[config.mk]
export PLATFORM = sky130hd
export DESIGN_NAME = pcsl_link
export DESIGN_NICKNAME = d
export VERILOG_FILES = /design/src/pkg/pcsl_pkg.sv /design/src/design/pcsl_fifo.sv /design/src/design/pcsl_link.sv
export SDC_FILE = /design/constraint.sdc
export NUM_CORES = 1
export LEC_CHECK = 0
export BUFFER_PORTS_ARGS = -buffer_cell sky130_fd_sc_hd__buf_2
export CAP_MARGIN = 20
export CORE_AREA = 4 4 224 226
export DETAILED_ROUTE_END_ITERATION = 16
export DIE_AREA = 0 0 228 230
export SYNTH_ARGS = -nofsm -noshare
export SYNTH_HDL_FRONTEND = slang
export SYNTH_SLANG_ARGS = --single-unit
[constraint.sdc]
create_clock -name clk_sys -period 5.05 [get_ports clk_sys]
set_clock_uncertainty 0.2 [all_clocks]
set_input_delay 0.505 -clock clk_sys [delete_from_list [all_inputs] [get_ports clk_sys]]
set_output_delay 0.505 -clock clk_sys [all_outputs]
set_load 0.05 [all_outputs]
[src/pkg/pcsl_pkg.sv]
// Constants for the PCM codec serial link
// How it works
// - Transmit starts on a transmit frame pulse, receive on a receive frame pulse.
// - Control bit 13 makes the transmit frame sync an input or an output.
// - Transmit done pulses when each word completes; receive done does too, except an async word whose stop bit is low.
// - Both directions are double buffered so words flow back to back without gaps.
// - Bit clocks shift the data and need only run during a transfer.
// - Receive data pin feeds the receive shift register through a two-flop synchronizer.
// - Asynchronous mode with software handshake lines on general bit pins.
package pcsl_pkg;
   localparam int unsigned WORD_W = 8;
   localparam int unsigned FIFO_DEPTH = 8;
   localparam int unsigned GPIO_W = 16;
   localparam int unsigned FSD_BIT = 13;
   localparam int unsigned CTRL_W = 16;
   localparam logic [15:0] CTRL_RESET = 16'h0000;
   localparam int unsigned CLK_MHZ = 200;
   localparam int unsigned FS_OUT_PERIOD_US = 125;
   localparam int unsigned FS_OUT_CYCLES = FS_OUT_PERIOD_US * CLK_MHZ;
   localparam int unsigned ASYNC_DIV_DEFAULT = 1736;
endpackage

[src/design/pcsl_fifo.sv]
// Parameterised valid/ready FIFO
`timescale 1ns/100ps
`default_nettype none
module pcsl_fifo #(
   parameter int unsigned WIDTH = 8,
   parameter int unsigned DEPTH = 8
) (
   input wire logic clk_sys,
   input wire logic resetn,
   input wire logic in_valid,
   output logic in_ready,
   input wire logic [WIDTH-1:0] in_data,
   output logic out_valid,
   input wire logic out_ready,
   output logic [WIDTH-1:0] out_data
);
   localparam int unsigned AW = $clog2(DEPTH);
   if (DEPTH < 2 || (1 << AW) != DEPTH)
   begin : g_bad_depth
      $error("DEPTH must be a power of two >= 2");
   end
   typedef struct packed {
      logic [AW:0] wp;
      logic [AW:0] rp;
   } pcsl_fifo_st_t;
   pcsl_fifo_st_t st_ff, nxt_st;
   logic [WIDTH-1:0] mem_ff [DEPTH];
   logic push, pop;
   assign in_ready = (st_ff.wp - st_ff.rp) != (AW+1)'(DEPTH);
   assign out_valid = st_ff.wp != st_ff.rp;
   assign out_data = mem_ff[st_ff.rp[AW-1:0]];
   assign push = in_valid && in_ready;
   assign pop = out_valid && out_ready;
   always_comb
   begin
      nxt_st = st_ff;
      if (push) nxt_st.wp = st_ff.wp + 1'b1;
      if (pop) nxt_st.rp = st_ff.rp + 1'b1;
   end
   always_ff @(posedge clk_sys or negedge resetn)
   begin
      if (!resetn) st_ff <= '0;
      else st_ff <= nxt_st;
   end
   always_ff @(posedge clk_sys)
   begin
      if (push) mem_ff[st_ff.wp[AW-1:0]] <= in_data;
   end
endmodule // pcsl_fifo
`default_nettype wire

[src/design/pcsl_link.sv]
// Serial port engine: framed sync mode, async mode, handshake pins
`timescale 1ns/100ps
`default_nettype none
module pcsl_link #(
   parameter int unsigned WORD_W = pcsl_pkg::WORD_W,
   parameter int unsigned FIFO_DEPTH = pcsl_pkg::FIFO_DEPTH,
   parameter int unsigned ASYNC_DIV = pcsl_pkg::ASYNC_DIV_DEFAULT,
   parameter int unsigned FS_OUT_CYCLES = pcsl_pkg::FS_OUT_CYCLES
) (
   input wire logic clk_sys,
   input wire logic resetn,
   input wire logic [pcsl_pkg::CTRL_W-1:0] serial_control_register,
   input wire logic async_mode,
   input wire logic tx_valid,
   output logic tx_ready,
   input wire logic [WORD_W-1:0] tx_data,
   output logic rx_valid,
   input wire logic rx_ready,
   output logic [WORD_W-1:0] rx_data,
   output logic receive_done_interrupt,
   output logic transmit_done_interrupt,
   output logic rx_overrun,
   input wire logic transmit_bit_clock,
   input wire logic receive_bit_clock,
   input wire logic transmit_frame_sync_in,
   output logic transmit_frame_sync_out,
   output logic transmit_frame_sync_oe,
   input wire logic receive_frame_sync,
   output logic serial_tx_data,
   input wire logic serial_rx_data,
   input wire logic [pcsl_pkg::GPIO_W-1:0] general_bit_pins_in,
   output logic [pcsl_pkg::GPIO_W-1:0] general_bit_pins_out,
   output logic [pcsl_pkg::GPIO_W-1:0] general_bit_pins_oe,
   input wire logic [pcsl_pkg::GPIO_W-1:0] gpio_out_sw,
   input wire logic [pcsl_pkg::GPIO_W-1:0] gpio_dir_sw,
   output logic [pcsl_pkg::GPIO_W-1:0] gpio_in_sw
);
   localparam int unsigned BW = $clog2(WORD_W + 2);
   // Divider must also hold the one and a half bit wait after a start edge
   localparam int unsigned DW = $clog2(ASYNC_DIV + ASYNC_DIV / 2 + 1);
   localparam int unsigned FW = $clog2(FS_OUT_CYCLES + 1);
   if (WORD_W < 2 || ASYNC_DIV < 4 || FS_OUT_CYCLES < 2)
   begin : g_bad_params
      $error("pcsl_link parameters out of range");
   end
   typedef struct packed {
      logic [1:0] txc_s, rxc_s, fsx_s, fsr_s, rxd_s;
      logic txc_d, rxc_d;
      logic [pcsl_pkg::GPIO_W-1:0] gp_m, gp_s;
      logic tx_busy, tx_arm, tx_load;
      logic [WORD_W+1:0] tx_sh;
      logic [BW-1:0] tx_cnt;
      logic tx_line;
      logic rx_busy, rx_arm;
      logic [WORD_W-1:0] rx_sh;
      logic [BW-1:0] rx_cnt;
      logic [DW-1:0] tx_div, rx_div;
      logic rx_push;
      logic [WORD_W-1:0] rx_word;
      logic rx_done, tx_done, ovr;
      logic [FW-1:0] fs_cnt;
      logic fs_pulse;
   } pcsl_st_t;
   pcsl_st_t st_ff, nxt_st;
   logic fsd_out, txc_fall, rxc_fall, fsx_rise, fsr_rise;
   logic txf_valid, txf_ready, rxf_ready;
   logic [WORD_W-1:0] txf_data;
   assign fsd_out = serial_control_register[pcsl_pkg::FSD_BIT];
   assign txc_fall = st_ff.txc_d && !st_ff.txc_s[1];
   assign rxc_fall = st_ff.rxc_d && !st_ff.rxc_s[1];
   assign fsx_rise = fsd_out ? st_ff.fs_pulse : (st_ff.fsx_s[1] && !st_ff.tx_arm);
   assign fsr_rise = st_ff.fsr_s[1] && !st_ff.rx_arm;
   // Transmit side double buffer: FIFO holds next words while one shifts
   pcsl_fifo #(.WIDTH(WORD_W), .DEPTH(FIFO_DEPTH)) u_tx_fifo (
      .clk_sys(clk_sys), .resetn(resetn),
      .in_valid(tx_valid), .in_ready(tx_ready), .in_data(tx_data),
      .out_valid(txf_valid), .out_ready(txf_ready), .out_data(txf_data)
   );
   pcsl_fifo #(.WIDTH(WORD_W), .DEPTH(FIFO_DEPTH)) u_rx_fifo (
      .clk_sys(clk_sys), .resetn(resetn),
      .in_valid(st_ff.rx_push), .in_ready(rxf_ready), .in_data(st_ff.rx_word),
      .out_valid(rx_valid), .out_ready(rx_ready), .out_data(rx_data)
   );
   assign txf_ready = st_ff.tx_load;
   always_comb
   begin
      nxt_st = st_ff;
      nxt_st.txc_s = {st_ff.txc_s[0], transmit_bit_clock};
      nxt_st.rxc_s = {st_ff.rxc_s[0], receive_bit_clock};
      nxt_st.fsx_s = {st_ff.fsx_s[0], transmit_frame_sync_in};
      nxt_st.fsr_s = {st_ff.fsr_s[0], receive_frame_sync};
      nxt_st.rxd_s = {st_ff.rxd_s[0], serial_rx_data};
      nxt_st.txc_d = st_ff.txc_s[1];
      nxt_st.rxc_d = st_ff.rxc_s[1];
      nxt_st.gp_m = general_bit_pins_in;
      nxt_st.gp_s = st_ff.gp_m;
      nxt_st.tx_arm = fsd_out ? 1'b0 : st_ff.fsx_s[1];
      nxt_st.rx_arm = st_ff.fsr_s[1];
      nxt_st.tx_load = 1'b0;
      nxt_st.rx_push = 1'b0;
      nxt_st.rx_done = 1'b0;
      nxt_st.tx_done = 1'b0;
      nxt_st.ovr = 1'b0;
      // Frame pulse generator when transmit frame sync is driven out
      nxt_st.fs_pulse = 1'b0;
      if (fsd_out)
      begin
         if (st_ff.fs_cnt == FW'(FS_OUT_CYCLES - 1))
         begin
            nxt_st.fs_cnt = '0;
            nxt_st.fs_pulse = 1'b1;
         end
         else nxt_st.fs_cnt = st_ff.fs_cnt + 1'b1;
      end
      else nxt_st.fs_cnt = '0;
      // Transmitter
      if (async_mode)
      begin
         if (!st_ff.tx_busy)
         begin
            nxt_st.tx_line = 1'b1;
            if (txf_valid && !st_ff.tx_load)
            begin
               nxt_st.tx_load = 1'b1;
               nxt_st.tx_sh = {1'b1, txf_data, 1'b0};
               nxt_st.tx_cnt = BW'(WORD_W + 2);
               nxt_st.tx_div = '0;
               nxt_st.tx_busy = 1'b1;
            end
         end
         else if (st_ff.tx_div == '0)
         begin
            nxt_st.tx_div = DW'(ASYNC_DIV - 1);
            nxt_st.tx_line = st_ff.tx_sh[0];
            nxt_st.tx_sh = {1'b1, st_ff.tx_sh[WORD_W+1:1]};
            nxt_st.tx_cnt = st_ff.tx_cnt - 1'b1;
            if (st_ff.tx_cnt == '0)
            begin
               nxt_st.tx_busy = 1'b0;
               nxt_st.tx_line = 1'b1;
               nxt_st.tx_done = 1'b1;
            end
         end
         else nxt_st.tx_div = st_ff.tx_div - 1'b1;
      end
      else
      begin
         if (fsx_rise && txf_valid && !st_ff.tx_load)
         begin
            nxt_st.tx_load = 1'b1;
            nxt_st.tx_sh = {2'b00, txf_data};
            nxt_st.tx_cnt = BW'(WORD_W);
            nxt_st.tx_busy = 1'b1;
         end
         else if (st_ff.tx_busy && txc_fall)
         begin
            nxt_st.tx_line = st_ff.tx_sh[WORD_W-1];
            nxt_st.tx_sh = {st_ff.tx_sh[WORD_W+1:WORD_W], st_ff.tx_sh[WORD_W-2:0], 1'b0};
            nxt_st.tx_cnt = st_ff.tx_cnt - 1'b1;
            if (st_ff.tx_cnt == BW'(1))
            begin
               nxt_st.tx_busy = 1'b0;
               nxt_st.tx_done = 1'b1;
            end
         end
      end
      // Receiver
      if (async_mode)
      begin
         if (!st_ff.rx_busy)
         begin
            if (!st_ff.rxd_s[1])
            begin
               nxt_st.rx_busy = 1'b1;
               nxt_st.rx_div = DW'(ASYNC_DIV + ASYNC_DIV / 2 - 1);
               nxt_st.rx_cnt = BW'(WORD_W);
            end
         end
         else if (st_ff.rx_div == '0)
         begin
            nxt_st.rx_div = DW'(ASYNC_DIV - 1);
            if (st_ff.rx_cnt == '0)
            begin
               nxt_st.rx_busy = 1'b0;
               if (st_ff.rxd_s[1])
               begin
                  nxt_st.rx_word = st_ff.rx_sh;
                  nxt_st.rx_push = rxf_ready;
                  nxt_st.ovr = !rxf_ready;
                  nxt_st.rx_done = 1'b1;
               end
            end
            else
            begin
               nxt_st.rx_sh = {st_ff.rxd_s[1], st_ff.rx_sh[WORD_W-1:1]};
               nxt_st.rx_cnt = st_ff.rx_cnt - 1'b1;
            end
         end
         else nxt_st.rx_div = st_ff.rx_div - 1'b1;
      end
      else
      begin
         if (fsr_rise)
         begin
            nxt_st.rx_busy = 1'b1;
            nxt_st.rx_cnt = BW'(WORD_W);
         end
         else if (st_ff.rx_busy && rxc_fall)
         begin
            nxt_st.rx_sh = {st_ff.rx_sh[WORD_W-2:0], st_ff.rxd_s[1]};
            nxt_st.rx_cnt = st_ff.rx_cnt - 1'b1;
            if (st_ff.rx_cnt == BW'(1))
            begin
               nxt_st.rx_busy = 1'b0;
               nxt_st.rx_word = {st_ff.rx_sh[WORD_W-2:0], st_ff.rxd_s[1]};
               nxt_st.rx_push = rxf_ready;
               nxt_st.ovr = !rxf_ready;
               nxt_st.rx_done = 1'b1;
            end
         end
      end
   end
   always_ff @(posedge clk_sys or negedge resetn)
   begin
      if (!resetn)
      begin
         st_ff <= '0;
         st_ff.tx_line <= 1'b1;
      end
      else st_ff <= nxt_st;
   end
   assign serial_tx_data = st_ff.tx_line;
   assign receive_done_interrupt = st_ff.rx_done;
   assign transmit_done_interrupt = st_ff.tx_done;
   assign rx_overrun = st_ff.ovr;
   assign transmit_frame_sync_out = st_ff.fs_pulse;
   assign transmit_frame_sync_oe = fsd_out;
   // Handshake lines under software control
   assign general_bit_pins_out = gpio_out_sw;
   assign general_bit_pins_oe = gpio_dir_sw;
   assign gpio_in_sw = st_ff.gp_s;
endmodule // pcsl_link
`default_nettype wire

==> results of run 1 <==
==> cell families (layout without fill, tap and decap cells) <==
family / Yosys count / count (layout) / share of synthesized area
buffers and inverters: 114 / 193 / 0.0559
DFF: 272 / 272 / 0.626
xor gates and xnor gates: 30 / 30 / 0.0252
and+or+nand+nor: 258 / 258 / 0.109
AOI/OAI and AO/OA: 149 / 149 / 0.0867
muxes: 50 / 50 / 0.0772
adders and majority gates: 19 / 19 / 0.0200
==> flip-flops by register name (all words and copies together), names as in the netlist <==
name	cells
u_rx_fifo.st_ff	8
u_tx_fifo.st_ff	8
serial_tx_data	1
transmit_frame_sync_out	1
u_rx_fifo.mem_ff	64
nxt_st	24
st_ff	82
txf_ready	1
rx_overrun	1
gpio_in_sw	16
receive_done_interrupt	1
u_tx_fifo.mem_ff	64
transmit_done_interrupt	1
==> cell type report <==
cell class	count	area share
flip-flops and latches	272	0.541
multi-input cells	506	0.275
clock buffers	39	0.0571
well taps	622	0.0565
repair buffers	107	0.0524
inverters	34	0.00927
clock inverters	13	0.00918
==> power breakdown <==
| group | switching, mW | internal [mW] |
|---|---|---|
| sequential | 0.310 | 2.66 |
| combinational | 1.29 | 0.880 |
| clock | 0.843 | 1.19 |
| total | 2.44 | 4.73 |
==> worst paths after layout <==
kind	start	end	slack (ns)	cells past startpoint
max	u_tx_fifo.st_ff[2]	st_ff[72]	1.59	7
min in group asynchronous	resetn	gpio_in_sw[14]	0.14	2
min	tx_data[5]	u_tx_fifo.mem_ff[2][5]	0.05	1
max reg2reg	u_tx_fifo.st_ff[2]	st_ff[72]	1.59	7
max in group asynchronous	resetn	st_ff[13]	3.22	4
min reg2reg	nxt_st[85]	gpio_in_sw[1]	0.15	0
==> metal layers <==
layer | GRT usage | share of wire
met1 | 0.117 | 0.46
met4 | 0.0195 | 0.021
met2 | 0.145 | 0.48
met5 | 0 | 0
met3 | 0.0201 | 0.042
==> cells in the final DEF (no fill, tap or decap), drive strengths merged, types with 11 or more instances in the layout <==
| cell type | instances |
|---|---|
| clkinv | 11 |
| buf | 84 |
| ha | 19 |
| edfxtp | 128 |
| inv | 33 |
| mux4 | 32 |
| a31oi | 16 |
| nor3 | 35 |
| clkbuf | 39 |
| nand2 | 83 |
| xnor2 | 19 |
| a21oi | 35 |
| nand3 | 33 |
| dfrtp | 143 |
| nor2 | 48 |
| o21ai | 38 |
| dlygate4sd3 | 23 |
==> worst max-delay path, cell delays in order (launching register included) <==
cell and delay [ns]:
dfrtp_1 0.57, clkinv_1 0.35, ha_1 0.40, and3_1 0.25, a21oi_2 0.63, a21oi_1 0.44
a222oi_1 0.35, a31oi_1 0.13
==> metrics by stage <==
step	instances	util	setup slack [ns]
final	1593	0.285	1.59
after global routing	1593	0.285	1.28
after CTS	1592	0.284	1.54
after detailed placement	1517	0.261	1.57
after global placement	1517	0.261	1.68
after floorplan	892	-	1.57
==> repair_timing <==
item | CTS | global route
endpoints found under the hold margin | 125 | 0
buffers inserted | 0 | 0
hold buffers | 23 | 0
==> results.cfg, run 1 <==
[yosys]
synth_common_cells = 143 x dfrtp_1, 128 x edfxtp_1, 81 x nand2_1, 51 x buf_4, 48 x nor2_1
synth_top_cells_by_area = edfxtp_1 32%, dfrtp_1 30%, mux4_2 6.1%
synth_seq_cells = 272
yosys.cell_count.top_type = dfrtp_1
synth_flop_cell = dfrtp_1
avgSynthCellArea_um2 = 13.3
synth_edf_count = 128
yosysSeqAreaShare = 0.626
ys_warn_count = 0
synthCells = 892
synth_async_sr_flop_share = 0.529
synth.top_cell.area_share = 0.323
syn-cell-area_um2 = 11900
syn_nets = 993
synth_cell_types = 79
synth_area_leader_cell = edfxtp_1

[final_layout]
seq_area_um2 = 7450
final_cell_area_um2 = 13800
drive_gt1_frac = 0.194
fill_cells = 4874
layout.nets = 1050
layout-area-overhead-vs-synth_pct = 15.8
multiInputGateArea_um2 = 3780
num_antenna_cells = 0

[floorplanning]
start_util = 0.246
die_h_um = 230
core.rowCount = 81
io-pin-count = 146
dieArea_um2 = 52400
fp.dieW_um = 228
fp.coreArea_um2 = 48300

[setup_path]
worstPathMaxFanout = 16
arrival_ns = 3.66
cp_data_required_time_ns = 5.26
critPathLaunchType = flip-flop
criticalPathCategory = flip-flop to flip-flop
cp-end-kind = flip-flop

[timing]
setup_viol = 0
fin_crit_ns = 3.46
fin_crit_sh = 0.685
rsz0062_at_grt = false
max_slew_margin = 0.384
slew_viol_final = 0
fmax_mhz = 289
hold_viol_final = 0
worst_slew_pin_slew_ns = 0.920
holdWs_ns = 0.0489
final.setup.tns_ns = 0

[detailed_routing]
route.final.wire_length_um = 23000
viasPerCell = 4.41
drt.antenna.violating_nets = 0
drt_iter0_drc = 461
wire_per_inst_um = 14.4
vias = 7026
firstDrtPassIters = 5
drc = 0

[pwr]
power_density_nw_per_um2 = 521
power.total_mw = 7.17
ir_worst_vdd_mv = 0.287
leakagePower_nw = 5.38

[clock_tree]
cts_tree = built
numCtsBuffers = 28
clock_sinks = 272
path_clk_slew_ns = 0.06
cts.path.max_buffers = 3
cts-root-buf = clkbuf_16
cts_repair_resize_count = 0
clock_latency_ns = 0.55
h-tree-depth = 1

[global_route]
grt_pass1_wl_um = 38800
grt_overflow_total = 0
track_usage = 0.0871
antenna_found_initial = 0
grt_max_degree = 105
grt_pass1_vias = 7312

[status]
run_status = completed

[place]
dp_hpwl_um = 14900
placed_area_um2 = 12600
port_buffers = 66
globalplace.congestion = 0.764

[min_path]
hold_class = input pin to flip-flop

[run]
cap_violations = 0
No activity file was read; power rests on OpenSTA's default activity.
==> run 2, diff against run 1 <==
==> constraint.sdc (replaced) <==
create_clock -name clk_sys -period 3.25 [get_ports clk_sys]
set_clock_uncertainty 0.2 [all_clocks]
set_input_delay 0.325 -clock clk_sys [delete_from_list [all_inputs] [get_ports clk_sys]]
set_output_delay 0.325 -clock clk_sys [all_outputs]
set_load 0.05 [all_outputs]
==> run 2 against run 1 <==
Design area up 1.6%. Flip-flop and latch count did not move. Register-to-register slack got worse by 1.2 ns. Combinational power grew 59%. Routed wire length decreased by 0.47%. First-iteration DRC count rose by 8.0%. Hold slack gained 0.096 ns. Non-clock buffer count up 28. Total power up 56%.
==> results.cfg, run 2 (synthesis results as in run 1) <==
[global_route]
grt_max_degree = 91
antenna_found_initial = 0
grt_overflow_total = 0
grt_pass1_wl_um = 38500
grt_pass1_vias = 7168
track_usage = 0.0864

[final_layout]
layout-area-overhead-vs-synth_pct = 17.6
multiInputGateArea_um2 = 3800
utilization = 0.289
layout.cells.most_common = dfrtp_1
layout.nets = 1078
num_antenna_cells = 0
seq_area_um2 = 7450
final_cell_area_um2 = 14000
drive_gt1_frac = 0.204
top_register = st_ff
mostFrequentLayoutCells = 143 x dfrtp_1, 128 x edfxtp_1, 81 x nand2_1
fill_cells = 4846
largest_register_ff_count = 82

[pwr]
power_density_nw_per_um2 = 800
ir_worst_vdd_mv = 0.412
leakagePower_nw = 5.49
power.total_mw = 11.2

[timing]
max_slew_margin = 0.420
worst_slew_pin_slew_ns = 0.870
rsz0062_at_grt = false
setup_viol = 0
hold_viol_final = 0
fmax_mhz = 336
fin_crit_sh = 0.915
slew_viol_final = 0
fin_crit_ns = 2.97

[clock_tree]
cts_tree = built
cts-root-buf = clkbuf_16
numCtsBuffers = 28
cts_repair_resize_count = 0
cts.path.max_buffers = 3
h-tree-depth = 1
post_cts_buffers = 0
clock_sinks = 272
path_clk_slew_ns = 0.06
clock_latency_ns = 0.56

[detailed_routing]
route.final.wire_length_um = 22900
drt.antenna.violating_nets = 0
vias = 7156
viasPerCell = 4.41
wire_per_inst_um = 14.1
firstDrtPassIters = 6
drc = 0
drt_iter0_drc = 498

[setup_path]
criticalPathCategory = flip-flop to output pin
arrival_ns = 2.45
cp_data_required_time_ns = 2.72
r2r_end = st_ff[73]
timing.rr.start = u_tx_fifo.st_ff[2]
ff2ff_path_depth = 7
worstPathMaxFanout = 10
critPathLaunchType = flip-flop
reg2reg_slack_ns = 0.44
cp-end-kind = output pin

[floorplanning]
die_h_um = 230
fp.dieW_um = 228
io-pin-count = 146
start_util = 0.246
dieArea_um2 = 52400
core.rowCount = 81
fp.coreArea_um2 = 48300

[place]
dp_hpwl_um = 15100
globalplace.congestion = 0.778
placed_area_um2 = 12800
port_buffers = 66

[min_path]
holdPathEnd = gpio_in_sw[0]
hold_class = flip-flop to flip-flop
hold_start = nxt_st[84]
holdPathStages = 0

[run]
cap_violations = 0

[status]
run_status = completed
## run 2: changes by cell type in the layout (fill, tap and decap cells not counted), sizes merged
cell,delta
buf,+17
clkbuf,+1
bufinv,+1
dlygate4sd3,+10
inv,-1
## run 2: repair_timing
item / 4_1_cts / 5_1_grt
endpoints found under the hold margin: 179 / 0
hold buffers: 33 / 0
setup endpoints to repair: 0 / 0
## run 2: critical path: stages (launching register included)
cell      delay [ns]
dfrtp_1         0.53
clkinv_1        0.17
ha_1            0.23
xnor3_1         0.17
and4_4          0.21
o211ai_4        0.26
buf_2           0.32
## run 2: area by class of cell
cell class                 count  area share
clock buffer                  39      0.0531
clock inverter                13      0.0106
inverter                      34     0.00913
multi-input combinational    506       0.272
sequential                   272       0.533
tap                          622      0.0556
timing repair buffer         135      0.0670
## run 2: power by group
| part | total, mW | internal [mW] | switching [mW] |
|---|---|---|---|
| logic | 3.46 | 1.44 | 2.02 |
| clock network | 3.13 | 1.83 | 1.30 |
| registers | 4.59 | 4.13 | 0.465 |
| total | 11.2 | 7.40 | 3.79 |
## run 2: metrics by stage
stage | std cells | TNS (ns) | hold slack [ns] | worst slack, ns
after detailed placement | 1535 | 0 | 0.135 | 0.404
after global routing | 1621 | 0 | 0.152 | 0.0510
after global placement | 1535 | 0 | 0.132 | 0.452
final | 1621 | 0 | 0.145 | 0.276
after floorplan | 892 | -1.73 | -0.171 | -0.105
after CTS | 1620 | 0 | 0.121 | 0.195
## run 2: worst max path at each step
stage                                   endpoint  slack (ns)               start  depth (start not counted)
after floorplan           u_rx_fifo.mem_ff[0][0]       -0.11  u_rx_fifo.st_ff[1]                          8
after global placement    u_rx_fifo.mem_ff[4][3]        0.45  u_rx_fifo.st_ff[6]                          5
after detailed placement               st_ff[72]        0.40  u_tx_fifo.st_ff[2]                          7
after CTS                               tx_ready        0.20  u_tx_fifo.st_ff[2]                          6
after global routing                    tx_ready        0.05  u_tx_fifo.st_ff[2]                          6
final                                   tx_ready        0.28  u_tx_fifo.st_ff[2]                          6
## run 2: routing by layer
layer,share of wire,track usage
met4,0.022,0.0207
met3,0.051,0.0218
met5,0,0
met2,0.48,0.141
met1,0.45,0.116
==> run 3, diff against run 2 <==
==> constraint.sdc (replaced) <==
create_clock -name clk_sys -period 3.37 [get_ports clk_sys]
set_clock_uncertainty 0.2 [all_clocks]
set_input_delay 0.337 -clock clk_sys [delete_from_list [all_inputs] [get_ports clk_sys]]
set_output_delay 0.337 -clock clk_sys [all_outputs]
set_load 0.05 [all_outputs]
==> run 3 against run 2 <==
First-iteration DRC count is 0.60% higher. Sequential share of layout area is 0.39 points lower. Critical path type unchanged. Clock power up 8.3%. Core utilization increased by 0.21 points.
==> results.cfg, run 3 (synthesis results as in run 1) <==
[final_layout]
largest_register_ff_count = 82
top_register = st_ff
final_cells = 1619
mostFrequentLayoutCells = 143 x dfrtp_1, 128 x edfxtp_1, 81 x nand2_1
layout.nets = 1075
seq_area_um2 = 7450
utilization = 0.291
fill_cells = 4856
layout.cells.most_common = dfrtp_1
layout-area-overhead-vs-synth_pct = 18.5
drive_gt1_frac = 0.209
num_antenna_cells = 0
multiInputGateArea_um2 = 3790

[clock_tree]
cts.path.max_buffers = 3
clock_latency_ns = 0.55
cts-root-buf = clkbuf_16
h-tree-depth = 1
numCtsBuffers = 29
cts_repair_resize_count = 0
clock_sinks = 272
cts_tree = built
path_clk_slew_ns = 0.06

[floorplanning]
die_h_um = 230
fp.dieW_um = 228
start_util = 0.246
fp.coreArea_um2 = 48300
dieArea_um2 = 52400
core.rowCount = 81
io-pin-count = 146

[place]
port_buffers = 66
placedCellCount = 1533
dp_hpwl_um = 15100
globalplace.congestion = 0.802

[min_path]
holdPathEnd = u_rx_fifo.st_ff[0]
hold_start = rx_ready
hold_class = input pin to flip-flop
holdPathStages = 3

[detailed_routing]
wire_per_inst_um = 14.1
route.final.wire_length_um = 22900
firstDrtPassIters = 6
viasPerCell = 4.43
drt_iter0_drc = 501
drt.antenna.violating_nets = 0
drc = 0
vias = 7171

[setup_path]
cp_data_required_time_ns = 2.83
cp-end-kind = output pin
criticalPathCategory = flip-flop to output pin
critPathLaunchType = flip-flop
r2r_end = st_ff[75]
ff2ff_path_depth = 7
worstPathMaxFanout = 10
reg2reg_slack_ns = 0.53
timing.rr.start = u_tx_fifo.st_ff[2]
arrival_ns = 2.48

[global_route]
grt_overflow_total = 0
grt_pass1_vias = 7253
antenna_found_initial = 0
grt_pass1_wl_um = 38500
track_usage = 0.0862
grt_max_degree = 70

[timing]
fin_crit_ns = 3.02
max_slew_margin = 0.310
holdWs_ns = 0.0757
worst_slew_pin_slew_ns = 1.03
slew_viol_final = 0
setup_viol = 0
rsz0062_at_grt = false
final.setup.tns_ns = 0
fin_crit_sh = 0.895
fmax_mhz = 331
hold_viol_final = 0

[status]
run_status = completed

[run]
cap_violations = 0

[pwr]
leakagePower_nw = 5.53
power_density_nw_per_um2 = 793
ir_worst_vdd_mv = 0.542
==> run 3: cell types whose count changed in the layout (fill, tap and decap cells not counted), sizes merged <==
cell	change
buf	-2
bufinv	+3
clkbuf	-6
clkinv	-2
clkinvlp	+4
dlygate4sd3	-1
inv	+2
==> run 3: layout make-up <==
class	count	share of cell area
Multi-Input combinational cell	506	0.269
Clock inverter	20	0.0201
Clock buffer	34	0.0528
Inverter	34	0.00906
Timing Repair Buffer	131	0.0651
Sequential cell	272	0.529
Tap cell	622	0.0552
==> run 3: power by group <==
group          internal [mW]  switching, mW  leakage [nW]  total (mW)
logic                   1.39           1.97          2.15        3.36
clock network           2.06           1.33         0.482        3.39
registers               3.98          0.443          2.89        4.42
total                   7.43           3.74          5.53        11.2
==> run 3: repair_timing <==
action                    CTS  global route
buffers inserted            0             0
hold endpoints to repair  158             0
hold buffers               32             0
==> run 3: how the worst max path moves through the flow <==
stage	end	slack, ns	from
floorplan	u_rx_fifo.mem_ff[0][0]	0.01	u_rx_fifo.st_ff[1]
global placement	u_rx_fifo.mem_ff[4][4]	0.55	u_rx_fifo.st_ff[4]
detailed placement	st_ff[74]	0.52	u_tx_fifo.st_ff[2]
CTS	tx_ready	0.30	u_tx_fifo.st_ff[2]
global route	tx_ready	0.17	u_tx_fifo.st_ff[2]
finish	tx_ready	0.35	u_tx_fifo.st_ff[2]
==> run 3: worst max-delay path, stage by stage, from the launching register on <==
cell      delay (ns)
dfrtp_1         0.55
clkinv_1        0.17
ha_1            0.23
xnor3_1         0.18
and4_4          0.21
o211ai_4        0.27
buf_2           0.32
==> run 3: stage by stage <==
step / instance area [um^2] / worst slack [ns] / total power, mW
2_1_floorplan: 11900 / 0.0147 / 7.11
3_3_place_gp: 12700 / 0.549 / 7.75
3_5_place_dp: 12700 / 0.520 / 7.84
4_1_cts: 14100 / 0.301 / 11.3
5_1_grt: 14100 / 0.170 / 11.8
6_report: 14100 / 0.353 / 11.2
==> run 3: per-layer routing <==
layer	vias up	wire length, um	part of all wire	GRT usage
li1	3413	-	-	-
met1	3545	10200	0.45	0.112
met2	176	10900	0.48	0.144
met3	37	1280	0.056	0.0225
met4	0	495	0.022	0.0210
met5	-	0	0	0
